`src/core/macx_pkg.sv`:
```
// macx_pkg: shared constants for the mmu access control extension block
package macx_pkg;
  // apb register byte offsets
  localparam logic [7:0] CTRL_OFS    = 8'h00;
  localparam logic [7:0] AUXC_OFS    = 8'h04;
  localparam logic [7:0] PRIREMAP_OFS = 8'h08;
  localparam logic [7:0] NRMREMAP_OFS = 8'h0C;
  localparam logic [7:0] STATUS_OFS  = 8'h10;
  localparam logic [7:0] MASK_OFS    = 8'h14;
  localparam logic [7:0] DFAULT_OFS  = 8'h18;
  localparam logic [7:0] IFAULT_OFS  = 8'h1C;
  // control register fields
  localparam int REMAP_EN_BIT   = 28;
  localparam int ACC_FLAG_EN_BIT = 29;
  // aux control: cache-size limit flag position
  localparam int CSZ_LIMIT_BIT = 6;
  // control register: deprecated system and rom protect bits
  localparam int SYS_PROT_BIT  = 8;
  localparam int ROM_PROT_BIT  = 9;
  // descriptor field positions
  localparam int DESC_B_BIT    = 2;
  localparam int DESC_C_BIT    = 3;
  localparam int DESC_AP_LSB   = 10;
  localparam int DESC_TEX_LSB  = 12;
  localparam int DESC_APX_BIT  = 15;
  // reset values
  localparam logic [31:0] CTRL_RST     = 32'h0000_0000;
  localparam logic [31:0] AUXC_RST     = 32'h0000_0000;
  localparam logic [31:0] PRIREMAP_RST = 32'h0000_0000;
  localparam logic [31:0] NRMREMAP_RST = 32'h0000_0000;
  // cache capacities in KB
  localparam logic [7:0] CACHE_LIMIT_KB = 8'h10;
  // fault status codes (5-bit status field)
  localparam logic [4:0] FS_NONE       = 5'h00;
  localparam logic [4:0] FS_AFLAG_SECT = 5'h03;
  localparam logic [4:0] FS_AFLAG_PAGE = 5'h06;
  localparam logic [4:0] FS_PERM_SECT  = 5'h0D;
  localparam logic [4:0] FS_PERM_PAGE  = 5'h0F;
  // status / interrupt bits
  localparam int EV_DFAULT = 0;
  localparam int EV_IFAULT = 1;
  localparam int EV_COUNT  = 2;
  // memory types
  typedef enum logic [1:0]
  {
    MT_STRONG = 2'b00,
    MT_DEVICE = 2'b01,
    MT_NORMAL = 2'b10,
    MT_RSVD   = 2'b11
  } macx_mtype_type;
endpackage : macx_pkg

```
`src/core/macx_perm.sv`:
```
// macx_perm: permission and access flag check for one access
`timescale 1ns/10ps
`default_nettype none
module macx_perm
  import macx_pkg::*;
(
  // control protect bits and descriptor fields
  input  wire logic       sysProt,
  input  wire logic       romProt,
  input  wire logic       permission_extension_bit,
  input  wire logic [1:0] permission_field,
  input  wire logic       isSection,
  // access
  input  wire logic       userMode,
  input  wire logic       isWrite,
  input  wire logic       access_flag_enable,
  // result
  output logic            faultHit,
  output logic [4:0]      faultCode
);
  logic [1:0] apEff;
  logic       afClear;
  logic       permOk;

  // with the flag enabled bit 0 no longer selects permission
  assign apEff   = access_flag_enable ? {permission_field[1], 1'b1} : permission_field;
  assign afClear = access_flag_enable & ~permission_field[0];

  always_comb
  begin
    permOk = 1'b0;
    unique case ({permission_extension_bit, apEff})
      3'b000: permOk = ~sysProt & ~romProt ? 1'b0 : (~isWrite & (romProt | ~userMode));
      3'b001: permOk = ~userMode;
      3'b010: permOk = ~userMode | ~isWrite;
      3'b011: permOk = 1'b1;
      3'b101: permOk = ~userMode & ~isWrite;
      3'b110: permOk = ~isWrite;
      3'b111: permOk = (~sysProt & ~romProt) & ~isWrite;
      default: permOk = 1'b0;
    endcase
  end

  // access flag fault takes priority over permission fault
  assign faultHit  = afClear | ~permOk;
  assign faultCode = afClear ? (isSection ? FS_AFLAG_SECT : FS_AFLAG_PAGE)
                   : (~permOk ? (isSection ? FS_PERM_SECT : FS_PERM_PAGE) : FS_NONE);
endmodule : macx_perm
`default_nettype wire

```
`src/core/macx_attr.sv`:
```
// macx_attr: memory attribute derivation, direct or remapped
`timescale 1ns/10ps
`default_nettype none
module macx_attr
  import macx_pkg::*;
(
  // descriptor fields
  input  wire logic [2:0]  type_extension_field,
  input  wire logic        cacheBit,
  input  wire logic        bufferBit,
  // remap control
  input  wire logic        remap_enable,
  input  wire logic [31:0] primary_region_remap_register,
  input  wire logic [31:0] normal_memory_remap_register,
  // attributes
  output macx_pkg::macx_mtype_type memType,
  output logic [1:0]       innerAttr,
  output logic [1:0]       outerAttr
);
  logic [2:0] regionIdx;
  logic [1:0] remapType;
  logic [1:0] remapInner;
  logic [1:0] remapOuter;
  logic       directNormal;

  // tex[2:1] unused while remapping so software may keep own bits there
  assign regionIdx  = {type_extension_field[0], cacheBit, bufferBit};
  assign remapType  = primary_region_remap_register[{regionIdx, 1'b0} +: 2];
  assign remapInner = normal_memory_remap_register[{regionIdx, 1'b0} +: 2];
  assign remapOuter = normal_memory_remap_register[{1'b1, regionIdx, 1'b0} +: 2];

  assign directNormal = type_extension_field[2];

  always_comb
  begin
    memType   = MT_STRONG;
    innerAttr = 2'b00;
    outerAttr = 2'b00;
    if (remap_enable)
    begin
      memType   = macx_mtype_type'(remapType);
      innerAttr = remapInner;
      outerAttr = remapOuter;
    end
    else if (directNormal)
    begin
      memType   = MT_NORMAL;
      innerAttr = {cacheBit, bufferBit};
      outerAttr = type_extension_field[1:0];
    end
    else
    begin
      unique case ({type_extension_field[1:0], cacheBit, bufferBit})
        4'b0000: memType = MT_STRONG;
        4'b0001: memType = MT_DEVICE;
        4'b0010:
        begin
          memType   = MT_NORMAL;
          innerAttr = 2'b10;
          outerAttr = 2'b10;
        end
        4'b0011:
        begin
          memType   = MT_NORMAL;
          innerAttr = 2'b11;
          outerAttr = 2'b11;
        end
        4'b0100: memType = MT_NORMAL;
        4'b0111:
        begin
          memType   = MT_NORMAL;
          innerAttr = 2'b01;
          outerAttr = 2'b01;
        end
        4'b1000: memType = MT_DEVICE;
        default: memType = MT_RSVD;
      endcase
    end
  end
endmodule : macx_attr
`default_nettype wire

```
`src/core/macx_top.sv`:
```
// macx_top: mmu access control extension with apb registers
//
// Added by the designer: the register addresses and register access over APB.
`timescale 1ns/10ps
`default_nettype none
// What this block does
// - limit flag caps each cache at 16KB
// - apx=1 ap=11 s=r=0 read-only everyone
// - ap bit 0 is access flag, software-managed
// - access flag only while control bit 29
// - clear access flag aborts access when enabled
// - fault status uses dedicated access flag codes
// - no remap: attributes from tex, c, b
// - remap only while control bit 28 set
// - remap ignores tex bits 2 and 1
// - remap attributes from two remap registers
module macx_top
  import macx_pkg::*;
(
  // clock and reset
  input  wire logic        sys_clk,
  input  wire logic        rst,
  input  wire logic        clkEn,
  // apb slave
  input  wire logic        psel,
  input  wire logic        penable,
  input  wire logic        pwrite,
  input  wire logic [7:0]  paddr,
  input  wire logic [31:0] pwdata,
  output logic [31:0]      prdata,
  output logic             pready,
  output logic             pslverr,
  // data access request
  input  wire logic        dReq,
  input  wire logic        dWrite,
  input  wire logic        dUser,
  input  wire logic [31:0] dDesc,
  input  wire logic        dSection,
  // instruction access request
  input  wire logic        iReq,
  input  wire logic        iUser,
  input  wire logic [31:0] iDesc,
  input  wire logic        iSection,
  // data access result
  output logic             dValid,
  output logic             dAbort,
  output macx_pkg::macx_mtype_type dMemType,
  output logic [1:0]       dInner,
  output logic [1:0]       dOuter,
  // instruction access result
  output logic             iValid,
  output logic             iAbort,
  output macx_pkg::macx_mtype_type iMemType,
  output logic [1:0]       iInner,
  output logic [1:0]       iOuter,
  // cache sizing and interrupt
  output logic             cacheLimit,
  output logic [7:0]       cacheLimitKb,
  output logic             irq
);
  logic [31:0] ctrl_q;
  logic [31:0] auxc_q;
  logic [31:0] priRemap_q;
  logic [31:0] nrmRemap_q;
  logic [EV_COUNT-1:0] status_q;
  logic [EV_COUNT-1:0] mask_q;
  logic [4:0]  data_fault_status_register_q;
  logic [4:0]  instruction_fault_status_register_q;
  logic [31:0] prdata_q;
  logic        dValid_q;
  logic        dAbort_q;
  logic        iValid_q;
  logic        iAbort_q;
  logic [1:0]  dMemType_q;
  logic [1:0]  iMemType_q;
  logic [1:0]  dInner_q;
  logic [1:0]  dOuter_q;
  logic [1:0]  iInner_q;
  logic [1:0]  iOuter_q;

  // system and rom protect are deprecated but still decoded, so old
  // tables keep their meaning
  wire accFlagEn = ctrl_q[ACC_FLAG_EN_BIT];
  wire remapEn   = ctrl_q[REMAP_EN_BIT];
  wire sysProt   = ctrl_q[SYS_PROT_BIT];
  wire romProt   = ctrl_q[ROM_PROT_BIT];

  // descriptor fields, data port
  wire       dApx   = dDesc[DESC_APX_BIT];
  wire [1:0] dAp    = dDesc[DESC_AP_LSB +: 2];
  wire [2:0] dTex   = dDesc[DESC_TEX_LSB +: 3];
  wire       dCache = dDesc[DESC_C_BIT];
  wire       dBuf   = dDesc[DESC_B_BIT];

  // descriptor fields, fetch port
  wire       iApx   = iDesc[DESC_APX_BIT];
  wire [1:0] iAp    = iDesc[DESC_AP_LSB +: 2];
  wire [2:0] iTex   = iDesc[DESC_TEX_LSB +: 3];
  wire       iCache = iDesc[DESC_C_BIT];
  wire       iBuf   = iDesc[DESC_B_BIT];

  // apb decode
  wire apbAccess = psel & penable;
  wire apbWr     = apbAccess & pwrite;
  wire apbRd     = apbAccess & ~pwrite;
  wire apbSetup  = psel & ~penable;
  wire rdSetup   = apbSetup & ~pwrite;
  wire hitCtrl   = paddr == CTRL_OFS;
  wire hitAuxc   = paddr == AUXC_OFS;
  wire hitPri    = paddr == PRIREMAP_OFS;
  wire hitNrm    = paddr == NRMREMAP_OFS;
  wire hitStat   = paddr == STATUS_OFS;
  wire hitMask   = paddr == MASK_OFS;
  wire hitDfs    = paddr == DFAULT_OFS;
  wire hitIfs    = paddr == IFAULT_OFS;
  wire hitAny    = hitCtrl | hitAuxc | hitPri | hitNrm | hitStat | hitMask | hitDfs | hitIfs;

  // write strobes
  wire wrCtrl    = apbWr & hitCtrl;
  wire wrAuxc    = apbWr & hitAuxc;
  wire wrPri     = apbWr & hitPri;
  wire wrNrm     = apbWr & hitNrm;
  wire wrMask    = apbWr & hitMask;
  wire wrDfs     = apbWr & hitDfs;
  wire wrIfs     = apbWr & hitIfs;

  wire [31:0] rdMux =
      hitCtrl ? ctrl_q :
      hitAuxc ? auxc_q :
      hitPri  ? priRemap_q :
      hitNrm  ? nrmRemap_q :
      hitStat ? {30'h0000_0000, status_q} :
      hitMask ? {30'h0000_0000, mask_q} :
      hitDfs  ? {27'h000_0000, data_fault_status_register_q} :
      hitIfs  ? {27'h000_0000, instruction_fault_status_register_q} : 32'h0000_0000;

  // zero wait states: read data already stands in the access phase
  assign pready  = 1'b1;
  assign pslverr = apbAccess & ~hitAny;
  assign prdata  = prdata_q;

  // per-port checks
  wire       dFault;
  wire [4:0] dCode;
  wire       iFault;
  wire [4:0] iCode;
  macx_mtype_type dType;
  macx_mtype_type iType;
  logic [1:0] dIn;
  logic [1:0] dOut;
  logic [1:0] iIn;
  logic [1:0] iOut;

  macx_perm uDPerm (
    .sysProt                  (sysProt),
    .romProt                  (romProt),
    .permission_extension_bit (dApx),
    .permission_field         (dAp),
    .isSection                (dSection),
    .userMode                 (dUser),
    .isWrite                  (dWrite),
    .access_flag_enable       (accFlagEn),
    .faultHit                 (dFault),
    .faultCode                (dCode)
  );

  macx_perm uIPerm (
    .sysProt                  (sysProt),
    .romProt                  (romProt),
    .permission_extension_bit (iApx),
    .permission_field         (iAp),
    .isSection                (iSection),
    .userMode                 (iUser),
    .isWrite                  (1'b0),
    .access_flag_enable       (accFlagEn),
    .faultHit                 (iFault),
    .faultCode                (iCode)
  );

  macx_attr uDAttr (
    .type_extension_field          (dTex),
    .cacheBit                      (dCache),
    .bufferBit                     (dBuf),
    .remap_enable                  (remapEn),
    .primary_region_remap_register (priRemap_q),
    .normal_memory_remap_register  (nrmRemap_q),
    .memType                       (dType),
    .innerAttr                     (dIn),
    .outerAttr                     (dOut)
  );

  macx_attr uIAttr (
    .type_extension_field          (iTex),
    .cacheBit                      (iCache),
    .bufferBit                     (iBuf),
    .remap_enable                  (remapEn),
    .primary_region_remap_register (priRemap_q),
    .normal_memory_remap_register  (nrmRemap_q),
    .memType                       (iType),
    .innerAttr                     (iIn),
    .outerAttr                     (iOut)
  );

  // fault events; hardware set beats read clear
  wire dEv = dReq & dFault;
  wire iEv = iReq & iFault;
  wire [EV_COUNT-1:0] evVec = {iEv, dEv};
  wire statRdClr = apbRd & hitStat;
  wire [EV_COUNT-1:0] status_d;

  // a read clears only the bits it returned, so a fault that lands
  // between the setup and access edges survives for the next read
  for (genvar ev = 0; ev < EV_COUNT; ev++)
  begin : g_status
    wire clrBit = statRdClr & prdata_q[ev];
    assign status_d[ev] = evVec[ev] | (status_q[ev] & ~clrBit);
  end

  // configuration registers
  always_ff @(posedge sys_clk)
  begin
    if (rst)
    begin
      ctrl_q     <= CTRL_RST;
      auxc_q     <= AUXC_RST;
      priRemap_q <= PRIREMAP_RST;
      nrmRemap_q <= NRMREMAP_RST;
      mask_q     <= {EV_COUNT{1'b0}};
    end
    else if (clkEn)
    begin
      if (wrCtrl)
        ctrl_q <= pwdata;
      if (wrAuxc)
        auxc_q <= pwdata;
      if (wrPri)
        priRemap_q <= pwdata;
      if (wrNrm)
        nrmRemap_q <= pwdata;
      if (wrMask)
        mask_q <= pwdata[EV_COUNT-1:0];
    end
  end

  // sticky fault status
  always_ff @(posedge sys_clk)
  begin
    if (rst)
      status_q <= {EV_COUNT{1'b0}};
    else if (clkEn)
      status_q <= status_d;
  end

  // read data is taken in the setup phase so it already stands when
  // pready is sampled; one cycle stale, but no wait state needed
  always_ff @(posedge sys_clk)
  begin
    if (rst)
      prdata_q <= 32'h0000_0000;
    else if (clkEn && rdSetup)
      prdata_q <= rdMux;
  end

  // data fault status, a new fault beats a software write
  always_ff @(posedge sys_clk)
  begin
    if (rst)
      data_fault_status_register_q <= FS_NONE;
    else if (clkEn)
    begin
      if (dEv)
        data_fault_status_register_q <= dCode;
      else if (wrDfs)
        data_fault_status_register_q <= pwdata[4:0];
    end
  end

  // fetch fault status, same priority
  always_ff @(posedge sys_clk)
  begin
    if (rst)
      instruction_fault_status_register_q <= FS_NONE;
    else if (clkEn)
    begin
      if (iEv)
        instruction_fault_status_register_q <= iCode;
      else if (wrIfs)
        instruction_fault_status_register_q <= pwdata[4:0];
    end
  end

  // data results, one cycle after request
  always_ff @(posedge sys_clk)
  begin
    if (rst)
    begin
      dValid_q   <= 1'b0;
      dAbort_q   <= 1'b0;
      dMemType_q <= 2'b00;
      dInner_q   <= 2'b00;
      dOuter_q   <= 2'b00;
    end
    else if (clkEn)
    begin
      dValid_q   <= dReq;
      dAbort_q   <= dEv;
      dMemType_q <= dType;
      dInner_q   <= dIn;
      dOuter_q   <= dOut;
    end
  end

  // fetch results, same timing as data
  always_ff @(posedge sys_clk)
  begin
    if (rst)
    begin
      iValid_q   <= 1'b0;
      iAbort_q   <= 1'b0;
      iMemType_q <= 2'b00;
      iInner_q   <= 2'b00;
      iOuter_q   <= 2'b00;
    end
    else if (clkEn)
    begin
      iValid_q   <= iReq;
      iAbort_q   <= iEv;
      iMemType_q <= iType;
      iInner_q   <= iIn;
      iOuter_q   <= iOut;
    end
  end

  assign dValid   = dValid_q;
  assign dAbort   = dAbort_q;
  assign iValid   = iValid_q;
  assign iAbort   = iAbort_q;
  assign dMemType = macx_mtype_type'(dMemType_q);
  assign iMemType = macx_mtype_type'(iMemType_q);
  assign dInner   = dInner_q;
  assign dOuter   = dOuter_q;
  assign iInner   = iInner_q;
  assign iOuter   = iOuter_q;

  // capacity cap lets aliases ignore colour bits at a performance cost
  assign cacheLimit   = auxc_q[CSZ_LIMIT_BIT];
  assign cacheLimitKb = CACHE_LIMIT_KB;
  assign irq = |(status_q & mask_q);
endmodule : macx_top
`default_nettype wire

```
`config.mk`:
```
export PLATFORM = sky130hd
export DESIGN_NAME = macx_top
export DESIGN_NICKNAME = d
export VERILOG_FILES = /design/src/core/macx_pkg.sv /design/src/core/macx_perm.sv /design/src/core/macx_attr.sv /design/src/core/macx_top.sv
export SDC_FILE = /design/constraint.sdc
export NUM_CORES = 1
export LEC_CHECK = 0
export BUFFER_PORTS_ARGS = -buffer_cell sky130_fd_sc_hd__buf_2
export CORE_MARGIN = 3
export CORE_UTILIZATION = 50
export DETAILED_ROUTE_END_ITERATION = 8
export PLACE_DENSITY = 0.74
export SLEW_MARGIN = 5
export SYNTH_ARGS = -nofsm -noshare
export SYNTH_HDL_FRONTEND = slang
export SYNTH_SLANG_ARGS = --single-unit
```
`constraint.sdc`:
```
create_clock -name sys_clk -period 3.5 [get_ports sys_clk]
set_clock_uncertainty 0.2 [all_clocks]
set_input_delay 0.7 -clock sys_clk [delete_from_list [all_inputs] [get_ports sys_clk]]
set_output_delay 0.7 -clock sys_clk [all_outputs]
set_load 0.005 [all_outputs]
```
Word-level counts from Yosys, hierarchy flattened
Cells that the tools add are included.

storage, ports and cells
  register bits after elaboration = 190
  output and inout bits = 60
  word-level logic and storage cells = 175

operators by class
  equal/unequal tests = 31
  shifts and indexed selects = 6
  multiplexer cells = 42
  bitwise gates (word level) = 55
  reductions and logical operators = 22

operator list
  cell                                                                    count
  32-bit two-way mux                                                      4
  32-bit by 5-bit variable part select with 2-bit output                  4
  32-bit by 6-bit variable part select with 2-bit output                  2
  5-bit two-way mux                                                       12
  8-bit by 5-bit equality test with 1-bit output (second input constant)  4
  2-bit two-way mux                                                       14
  1-bit AND                                                               26
  2-bit case mux with 3 select lines                                      4
  3-bit equality test (second input constant)                             6
  4-bit by 2-bit equality test with 1-bit output (second input constant)  4
  4-bit by 3-bit equality test with 1-bit output (second input constant)  4
  8-bit by 4-bit equality test with 1-bit output (second input constant)  2
  1-bit inverter                                                          14
  1-bit OR                                                                14
  2-bit AND reduction                                                     7
  3-bit by 2-bit equality test with 1-bit output (second input constant)  4
  4-bit by 1-bit equality test with 1-bit output (second input constant)  2
  4-bit equality test (second input constant)                             2
  8-bit by 3-bit equality test with 1-bit output (second input constant)  1
  4-bit zero test                                                         2
  8-bit zero test                                                         1
  2-bit OR reduction                                                      4
  4-bit OR reduction                                                      2
  1-bit case mux with 7 select lines                                      1
  other kinds (9)                                                         16

Depth between registers and ports, before layout
Gate-level depths: netlist (run 1).

  depth in word-level cells = 10
  mapped depth = 9
  mapped depth without buffers = 6

Hierarchy
Synthesis (run 1) repeated with hierarchy kept, for this count alone.

unflattened totals
  cells, all modules = 1,083
  area, all modules = 9,644.2 µm²

modules (own cells, without submodules)
  module     instances  cells an instance  area an instance (µm²)  seq. area each (µm²)
  macx_top   1          913                8,150.3                 3,803.6
  macx_attr  2          60                 571.8                   0.0
  macx_perm  2          25                 175.2                   0.0

Least setup slack after synthesis (run 1)
No wires, ideal clock.

  kind = input -> register
  start point = input port paddr[5]
  end point = register prdata_q[28] (netlist: prdata[28])
  library setup time = 88 ps
  arrival = 2,352 ps
  required time = 3,212 ps
  setup slack = 860 ps
  stages = 8
  buffers on the path = 2
  cell sequence = or4_4 -> nor4_4 -> nand2b_1 -> buf_4 -> buf_4 -> a221o_1 -> a21oi_1 -> nor4_2

between the ends
  cells in the longest elaborated chain, start to end = 5
  elaborated cells on any way between the ends = 8

ends and longest elaborated chain
  item                                            line             source
  start: declaration                              macx_top.sv:28   input wire logic [7:0] paddr,
  8-bit by 4-bit equality test with 1-bit output  macx_top.sv:111  wire hitNrm = paddr == NRMREMAP_OFS;
  32-bit two-way mux                              macx_top.sv:131  hitNrm ? nrmRemap_q :
  32-bit two-way mux                              macx_top.sv:130  hitPri ? priRemap_q :
  32-bit two-way mux                              macx_top.sv:129  hitAuxc ? auxc_q :
  32-bit two-way mux *                            macx_top.sv:128  hitCtrl ? ctrl_q :
  end signal: assignment                          macx_top.sv:261  prdata_q <= rdMux;
  end: declaration                                macx_top.sv:69   logic [31:0] prdata_q;

Every way passes the cells marked *; elsewhere a longest branch is shown, timed or not.
A chain may end at the register's enable or synchronous reset.

Final worst setup path (run 1)
  start point = input port paddr[5]
  end point = output port pslverr

between the ends
  cells in the longest elaborated chain, start to end = 10
  elaborated cells on any way between the ends = 17

ends and longest elaborated chain
  item                                                                                      line                              source
  8-bit by 3-bit equality test with 1-bit output / 8-bit zero test (equally long branches)  macx_top.sv:109, macx_top.sv:108
  1-bit OR (6 in series)                                                                    macx_top.sv:116                   wire hitAny = hitCtrl | hitAuxc | hitPri | hitNrm | hitStat | hitMask | hitDfs | hitIfs;
  1-bit OR *                                                                                macx_top.sv:116
  1-bit inverter *                                                                          macx_top.sv:139                   assign pslverr = apbAccess & ~hitAny;
  1-bit AND *                                                                               macx_top.sv:139
  end: declaration                                                                          macx_top.sv:32                    output logic pslverr,

Marked as above.

==> results of run 1 <==
[synthesized netlist by cell type, types with 2 or more instances]
library cell	count	area share
mux4_2	24	0.061
mux2_2	6	0.0076
a311o_1	2	0.0023
nand2b_1	12	0.0084
nor2b_1	10	0.0070
o211ai_1	3	0.0025
buf_4	11	0.0093
a32oi_1	4	0.0039
or4_1	2	0.0017
nor2_1	89	0.038
a22oi_1	2	0.0017
nand3_1	3	0.0017
o21ai_0	23	0.013
a222oi_1	9	0.010
o21a_1	3	0.0025
dfxtp_1	190	0.43
clkbuf_1	68	0.029
a221o_1	19	0.021
nor4_2	11	0.015
conb_1	2	0.00085
or3_1	2	0.0014
a221oi_1	8	0.0079
and2_0	3	0.0021
o22ai_1	2	0.0014
a2111oi_0	2	0.0020
nor3_1	7	0.0039
a211oi_1	10	0.0084
buf_1	6	0.0025
nand3b_1	4	0.0034
a21boi_0	2	0.0017
inv_1	8	0.0034
a21oi_1	170	0.096
buf_2	16	0.0090
nand2_1	296	0.13
o21bai_1	2	0.0017
mux2i_1	22	0.025
a311oi_1	13	0.013
nor4_1	10	0.0070
[cells by family (layout without fill, tap and decap cells)]
group | count (synthesis) | after routing
other | 2 | 10
AND/OR/NAND/NOR | 457 | 457
buffers and inverters | 109 | 190
flip-flops | 190 | 190
multiplexers | 52 | 52
AO/OA/AOI/OAI | 284 | 284
[power groups by stage]
stage          combinational [uW]  clock, uW  sequential (uW)
6_report                      328       1880             2210
5_1_grt                       360       1990             2210
2_1_floorplan                 191          0             2260
3_3_place_gp                  318          0             2260
4_1_cts                       325       1900             2210
3_5_place_dp                  323          0             2260
[stage by stage]
stage	area, um^2	setup WS [ps]	hold WS [ps]	total power [uW]
floorplan	8910	860	232	2450
global placement	9660	457	241	2570
detailed placement	9660	399	246	2580
CTS	10200	599	256	4430
global route	10200	447	273	4560
finish	10200	549	256	4410
[how the worst max path moves through the flow]
| stage | from | endpoint | slack (ps) | cells past startpoint |
|---|---|---|---|---|
| after floorplan | paddr[5] | prdata[28]$_SDFFE_PP0P_ | 860 | 8 |
| after global placement | paddr[5] | prdata[28]$_SDFFE_PP0P_ | 460 | 7 |
| after detailed placement | paddr[5] | prdata[28]$_SDFFE_PP0P_ | 400 | 7 |
| after CTS | paddr[5] | pslverr | 600 | 5 |
| after global routing | paddr[5] | pslverr | 450 | 5 |
| final | paddr[5] | pslverr | 550 | 5 |
[flip-flops by register name, indices dropped and copies added, names as in the netlist]
name,cells
prdata,32
status_q,2
nrmRemap_q,32
auxc_q,32
data_fault_status_register_q,5
dOuter,2
iInner,2
dValid,1
ctrl_q,32
iOuter,2
iAbort,1
priRemap_q,32
instruction_fault_status_register_q,5
mask_q,2
dMemType,2
dInner,2
dAbort,1
iValid,1
iMemType,2
[per-layer routing]
layer  vias to the layer above  routed length (um)
li1                       3973                   -
met1                      3937               11100
met2                       356               11400
met3                        53                2320
met4                         8                 556
met5                         -                  47
[worst min-delay path: cells and delay by family, from the launching register on]
kind	cells	cell delay [ps]
AO/OA/AOI/OAI	1	50
flip-flops	1	310
AND/OR/NAND/NOR	1	50
[final cells by class]
class	count	area, um^2	area share
well taps	225	282	0.0275
inverters	8	30.0	0.00294
multi-input cells	802	4660	0.456
repair buffers	150	885	0.0865
diodes	1	2.50	0.000245
flip-flops and latches	190	3800	0.372
clock inverters	12	110	0.0108
clock buffers	20	457	0.0446
==> reports/results.txt, run 1 <==
Hold Crit Depth: 2
Logic gate share of total power: 0.074
Tightest Pin Transition: 802 ps
CTS resizes: 0
Hold path endpoint: auxc_q[2]$_SDFFE_PP0P_
Switch Pwr: 1080 uW
Mean Syn Cell Area: 8.12 um^2
Xor and xnor area share after synthesis: 0
Grt ovf: 0
M3 GR Usage: 0.0684
Post-DP HPWL: 17100 um
Clock buffer depth: 2
CP most frequent cell: buf_2
Worst Setup End Kind: output pin
Initial core utilization: 0.512
Max Cap Viol: 0
Skew-Pair Late Insertion Delay: 430 ps
Placed insts: 1375
Crit path launch type: input port
Flop-to-flop setup slack: 930 ps
RSZ-0062 raised after global routing: false
Commonest non-fill, non-tap cell in the layout: nand2_1
First drt pass iteration count: 6
Mux share of post-synthesis cell area: 0.0932
Met1 usage: 0.365
Setup repair bufs after CTS: 0
CTS Sinks: 190
Fmax: 0.339 GHz
Leak: 0.00372 uW
Final Cycle Share: 0.843
Clk slew on worst S/H paths: 70 ps
First-pass GRT wire length: 40400 um
Clock share of power: 0.426
Adder-cell share of the synthesized area: 0
Htree depth: 4
Die height: 139 um
HP Start: auxc_q[2]$_SDFFE_PP0P_
Initial antenna violation count: 5
Routed WL: 25500 um
Layout cells sized above 1: 0.195
Via density: 5.91
Final ANT Viol Nets: 0
Critical path data arrival time: 2050 ps
Post-Layout Cell Count: 1408
Crit path kind: input port to output pin
Crit-path leading delay family: simple AND/OR/NAND/NOR gates
Vias in the first global route: 7577
Inserted Clock Buffers: 17
Row count: 48
Sw frac: 0.244
Most frequent cells in the layout: nand2_1, dfxtp_1, a21oi_1
Drt wl/cell: 18.1 um
Seq cells post-synth: 190
Final min period: 2950 ps
Register-to-Register Path Depth: 6
Status: finished clean
Largest stage delay, worst path: 470 ps
Routability cong.: 0.870
CTS Root Cell: clkbuf_16
Crit-path max FO: 7
Hold Vio Cnt, Final: 0
Pint: 3340 uW
Number of I/O port buffers: 119
Yosys cell types: 56
Die Wd: 139 um
Core area: 17400 um^2
Maximum vdd drop: 0.000350 V
HP Class: flip-flop to flip-flop
Largest family of logic cells by synthesized area: simple AND/OR/NAND/NOR gates
Largest net degree at the start of global routing: 87
Asr flop ratio synth: 0
I/O pin count: 177
Cts hold-fix bufs: 0
Routing usage on met2: 0.383
Worst-path cell chain: buf_2, nor4_1, nand2b_1, and3_1, buf_2
Synth Area in Simple Gates: 0.224
Yosys warning count: 0
Worst Path Required: 2600 ps
Fin. max-slew vios: 0
Setup violators final: 0
Pwr Density: 432 nW/um^2
Filler cells: 1539
Area grow syn2layout: 15.1%
NumNets Final: 1286
Most Crowded Layer GR: met2
Via Count: 8327
Sequential fraction of design power: 0.500
WP buf/inv: 2
Sequential area share after synthesis: 0.428
DRT iter0 DRCs: 959
Post-synthesis compound-gate area fraction: 0.201
TritonCTS clock tree: done
Reg2reg start: ctrl_q[29]$_SDFFE_PP0P_
Mapped cell area: 8890 um^2
Top_reg_cell synth: dfxtp_1
Overall global routing resource usage: 0.257
Post-Syn Instances: 1094
DR DRC count: 0
Reg2reg end: data_fault_status_register_q[0]$_SDFFE_PP0P_
EDFF count, synth: 0
Fin util: 0.589
DIE AREA: 19400 um^2
Worst relative slew slack: 0.464
Setup TNS: 0 ps
CP max-delay cell: nor4_1
No activity file was read; power rests on OpenSTA's default activity.
==> inputs of run 2 (changes only) <==
==> constraint.sdc (replaced) <==
create_clock -name sys_clk -period 2.9 [get_ports sys_clk]
set_clock_uncertainty 0.2 [all_clocks]
set_input_delay 0.58 -clock sys_clk [delete_from_list [all_inputs] [get_ports sys_clk]]
set_output_delay 0.58 -clock sys_clk [all_outputs]
set_load 0.005 [all_outputs]
==> run 2 against run 1 <==
Effect of this change:
- global-route usage grew 0.50 points
- highest routed layer unchanged
- non-clock buffer count grew 16
- core utilization grew 1.2 points
- wire length grew 1.2%
==> reports/results.txt, run 2 (synthesis gave the netlist of run 1 again) <==
Status: finished clean
Core area: 17400 um^2 (unchanged)
Overall global routing resource usage: 0.262 (+0.00500)
Worst Setup End Kind: output pin
Drt wl/cell: 18.1 um (about the same)
CTS Sinks: 190 (unchanged)
First drt pass iteration count: 8 (+2)
Layout cells sized above 1: 0.205 (+0.00992)
Pint: 4100 uW (+23%)
Setup violators final: 0 (unchanged)
HP Class: input port to flip-flop
Tightest Pin Transition: 793 ps (-8.80 ps)
Vias in the first global route: 7863 (+3.8%)
Fin. max-slew vios: 0 (unchanged)
Sw frac: 0.245 (+0.00170)
Initial antenna violation count: 2 (-3)
Fmax: 0.393 GHz
Crit path launch type: input port
DIE AREA: 19400 um^2 (unchanged)
Row count: 48 (unchanged)
Met1 usage: 0.364 (-0.000381)
CTS resizes: 0 (unchanged)
Clock buffer depth: 2 (unchanged)
Cts hold-fix bufs: 0 (unchanged)
Routing usage on met2: 0.410 (+0.0262)
Number of I/O port buffers: 119 (unchanged)
Sequential cell area: 3800 um^2 (unchanged)
Hold Crit Depth: 3 (+1)
Setup repair bufs after CTS: 0 (unchanged)
Critical path data arrival time: 1770 ps (-280 ps)
Die height: 139 um (unchanged)
Worst hold slack: 210 ps (-46.5 ps)
Skew-Pair Late Insertion Delay: 440 ps (about the same)
Area grow syn2layout: 17.5%
Worst relative slew slack: 0.470 (+0.00587)
DRT iter0 DRCs: 1038 (+8.2%)
Crit-path max FO: 5 (-2)
Register-to-Register Path Depth: 6 (unchanged)
Final ANT Viol Nets: 0 (unchanged)
Most frequent cells in the layout: nand2_1, dfxtp_1, a21oi_1
Sequential fraction of design power: 0.491 (-0.009)
Final Cycle Share: 0.878
Htree depth: 4 (unchanged)
Commonest non-fill, non-tap cell in the layout: nand2_1
Reg2reg start: ctrl_q[9]$_SDFFE_PP0P_
M3 GR Usage: 0.0584 (-0.00997)
Logic gate share of total power: 0.074 (about the same)
Via density: 5.87 (-0.74%)
Post-DP HPWL: 17600 um (+3.1%)
Filler cells: 1536 (-0.19%)
Worst Path Required: 2120 ps (-480 ps)
Via Count: 8365 (+0.46%)
Clock share of power: 0.435 (+0.009)
Flop-to-flop setup slack: 430 ps (-500 ps)
Placed insts: 1391 (+1.2%)
Multi-input gate area: 4660 um^2 (unchanged)
Leak: 0.00382 uW (+2.8%)
HP Start: pwdata[7]
Setup TNS: 0 ps (unchanged)
Initial core utilization: 0.512 (unchanged)
Hold Vio Cnt, Final: 0 (unchanged)
Final min period: 2550 ps
Hold path endpoint: nrmRemap_q[7]$_SDFFE_PP0P_
Clk slew on worst S/H paths: 70 ps (about the same)
Max Cap Viol: 0 (unchanged)
Routed WL: 25800 um (+1.2%)
Maximum vdd drop: 0.000409 V (+17%)
Pwr Density: 520 nW/um^2 (+20%)
Switch Pwr: 1330 uW (+24%)
Post-Layout Cell Count: 1425 (+1.2%)
Crit path kind: input port to output pin
TritonCTS clock tree: done
Inserted Clock Buffers: 17 (unchanged)
First-pass GRT wire length: 41100 um (+1.9%)
NumNets Final: 1302 (+1.2%)
RSZ-0062 raised after global routing: false
Grt ovf: 0 (unchanged)
Routability cong.: 0.901 (+3.5%)
Reg2reg end: data_fault_status_register_q[0]$_SDFFE_PP0P_
Die Wd: 139 um (unchanged)
CTS Root Cell: clkbuf_16
Most Crowded Layer GR: met2
Largest net degree at the start of global routing: 78 (-10%)
I/O pin count: 177 (unchanged)
DR DRC count: 0 (unchanged)
## run 2: changes by cell type in the layout (fill, tap and decap cells not counted), moves of 2 or more
| cell | before | now |
|---|---|---|
| buf_12 | 4 | 9 |
| buf_4 | 27 | 38 |
| clkbuf_8 | 2 | 0 |
| clkinv_2 | 4 | 1 |
| inv_8 | 0 | 2 |
## run 2: area by class of cell
type / instances / area share
clock buffer: 19 / 0.0415
timing repair buffer: 166 / 0.102
antenna: 2 / 0.000480
sequential: 190 / 0.364
tap: 225 / 0.0270
multi-input combinational: 802 / 0.447
inverter: 8 / 0.00288
clock inverter: 13 / 0.0150
## run 2: worst max-delay path: stages
cell      delay (ps)
buf_2            100
nor4_1           260
buf_4            170
nand2b_1         150
buf_4            210
and3_1           170
buf_2            120
## run 2: worst max-delay path by stage
stage | depth (start not counted) | from | end
final | 7 | paddr[5] | pslverr
after global routing | 7 | paddr[5] | pslverr
after CTS | 7 | paddr[5] | pslverr
after detailed placement | 8 | paddr[5] | prdata[9]$_SDFFE_PP0P_
after global placement | 8 | paddr[5] | prdata[15]$_SDFFE_PP0P_
after floorplan | 8 | paddr[5] | prdata[28]$_SDFFE_PP0P_
## run 2: power groups by stage
stage / logic [uW] / clock network, uW / registers, uW
after floorplan: 231 / 0 / 2720
after global placement: 394 / 0 / 2720
after detailed placement: 399 / 0 / 2720
after CTS: 402 / 2380 / 2660
after global routing: 443 / 2500 / 2670
final: 403 / 2360 / 2660
## run 2: stage by stage
| stage | area, um^2 | total power [uW] | setup WS [ps] | utilization |
|---|---|---|---|---|
| floorplan | 8910 | 2950 | 380 | - |
| global placement | 9840 | 3120 | 115 | 0.567 |
| detailed placement | 9840 | 3120 | 102 | 0.567 |
| CTS | 10400 | 5450 | 360 | 0.601 |
| global route | 10400 | 5610 | 248 | 0.601 |
| finish | 10400 | 5430 | 355 | 0.601 |
## run 2: per-layer routing
metal | share of wire | vias up
li1 | - | 4013
met1 | 0.43 | 3947
met2 | 0.46 | 357
met3 | 0.091 | 44
met4 | 0.017 | 4
met5 | 0.00078 | -
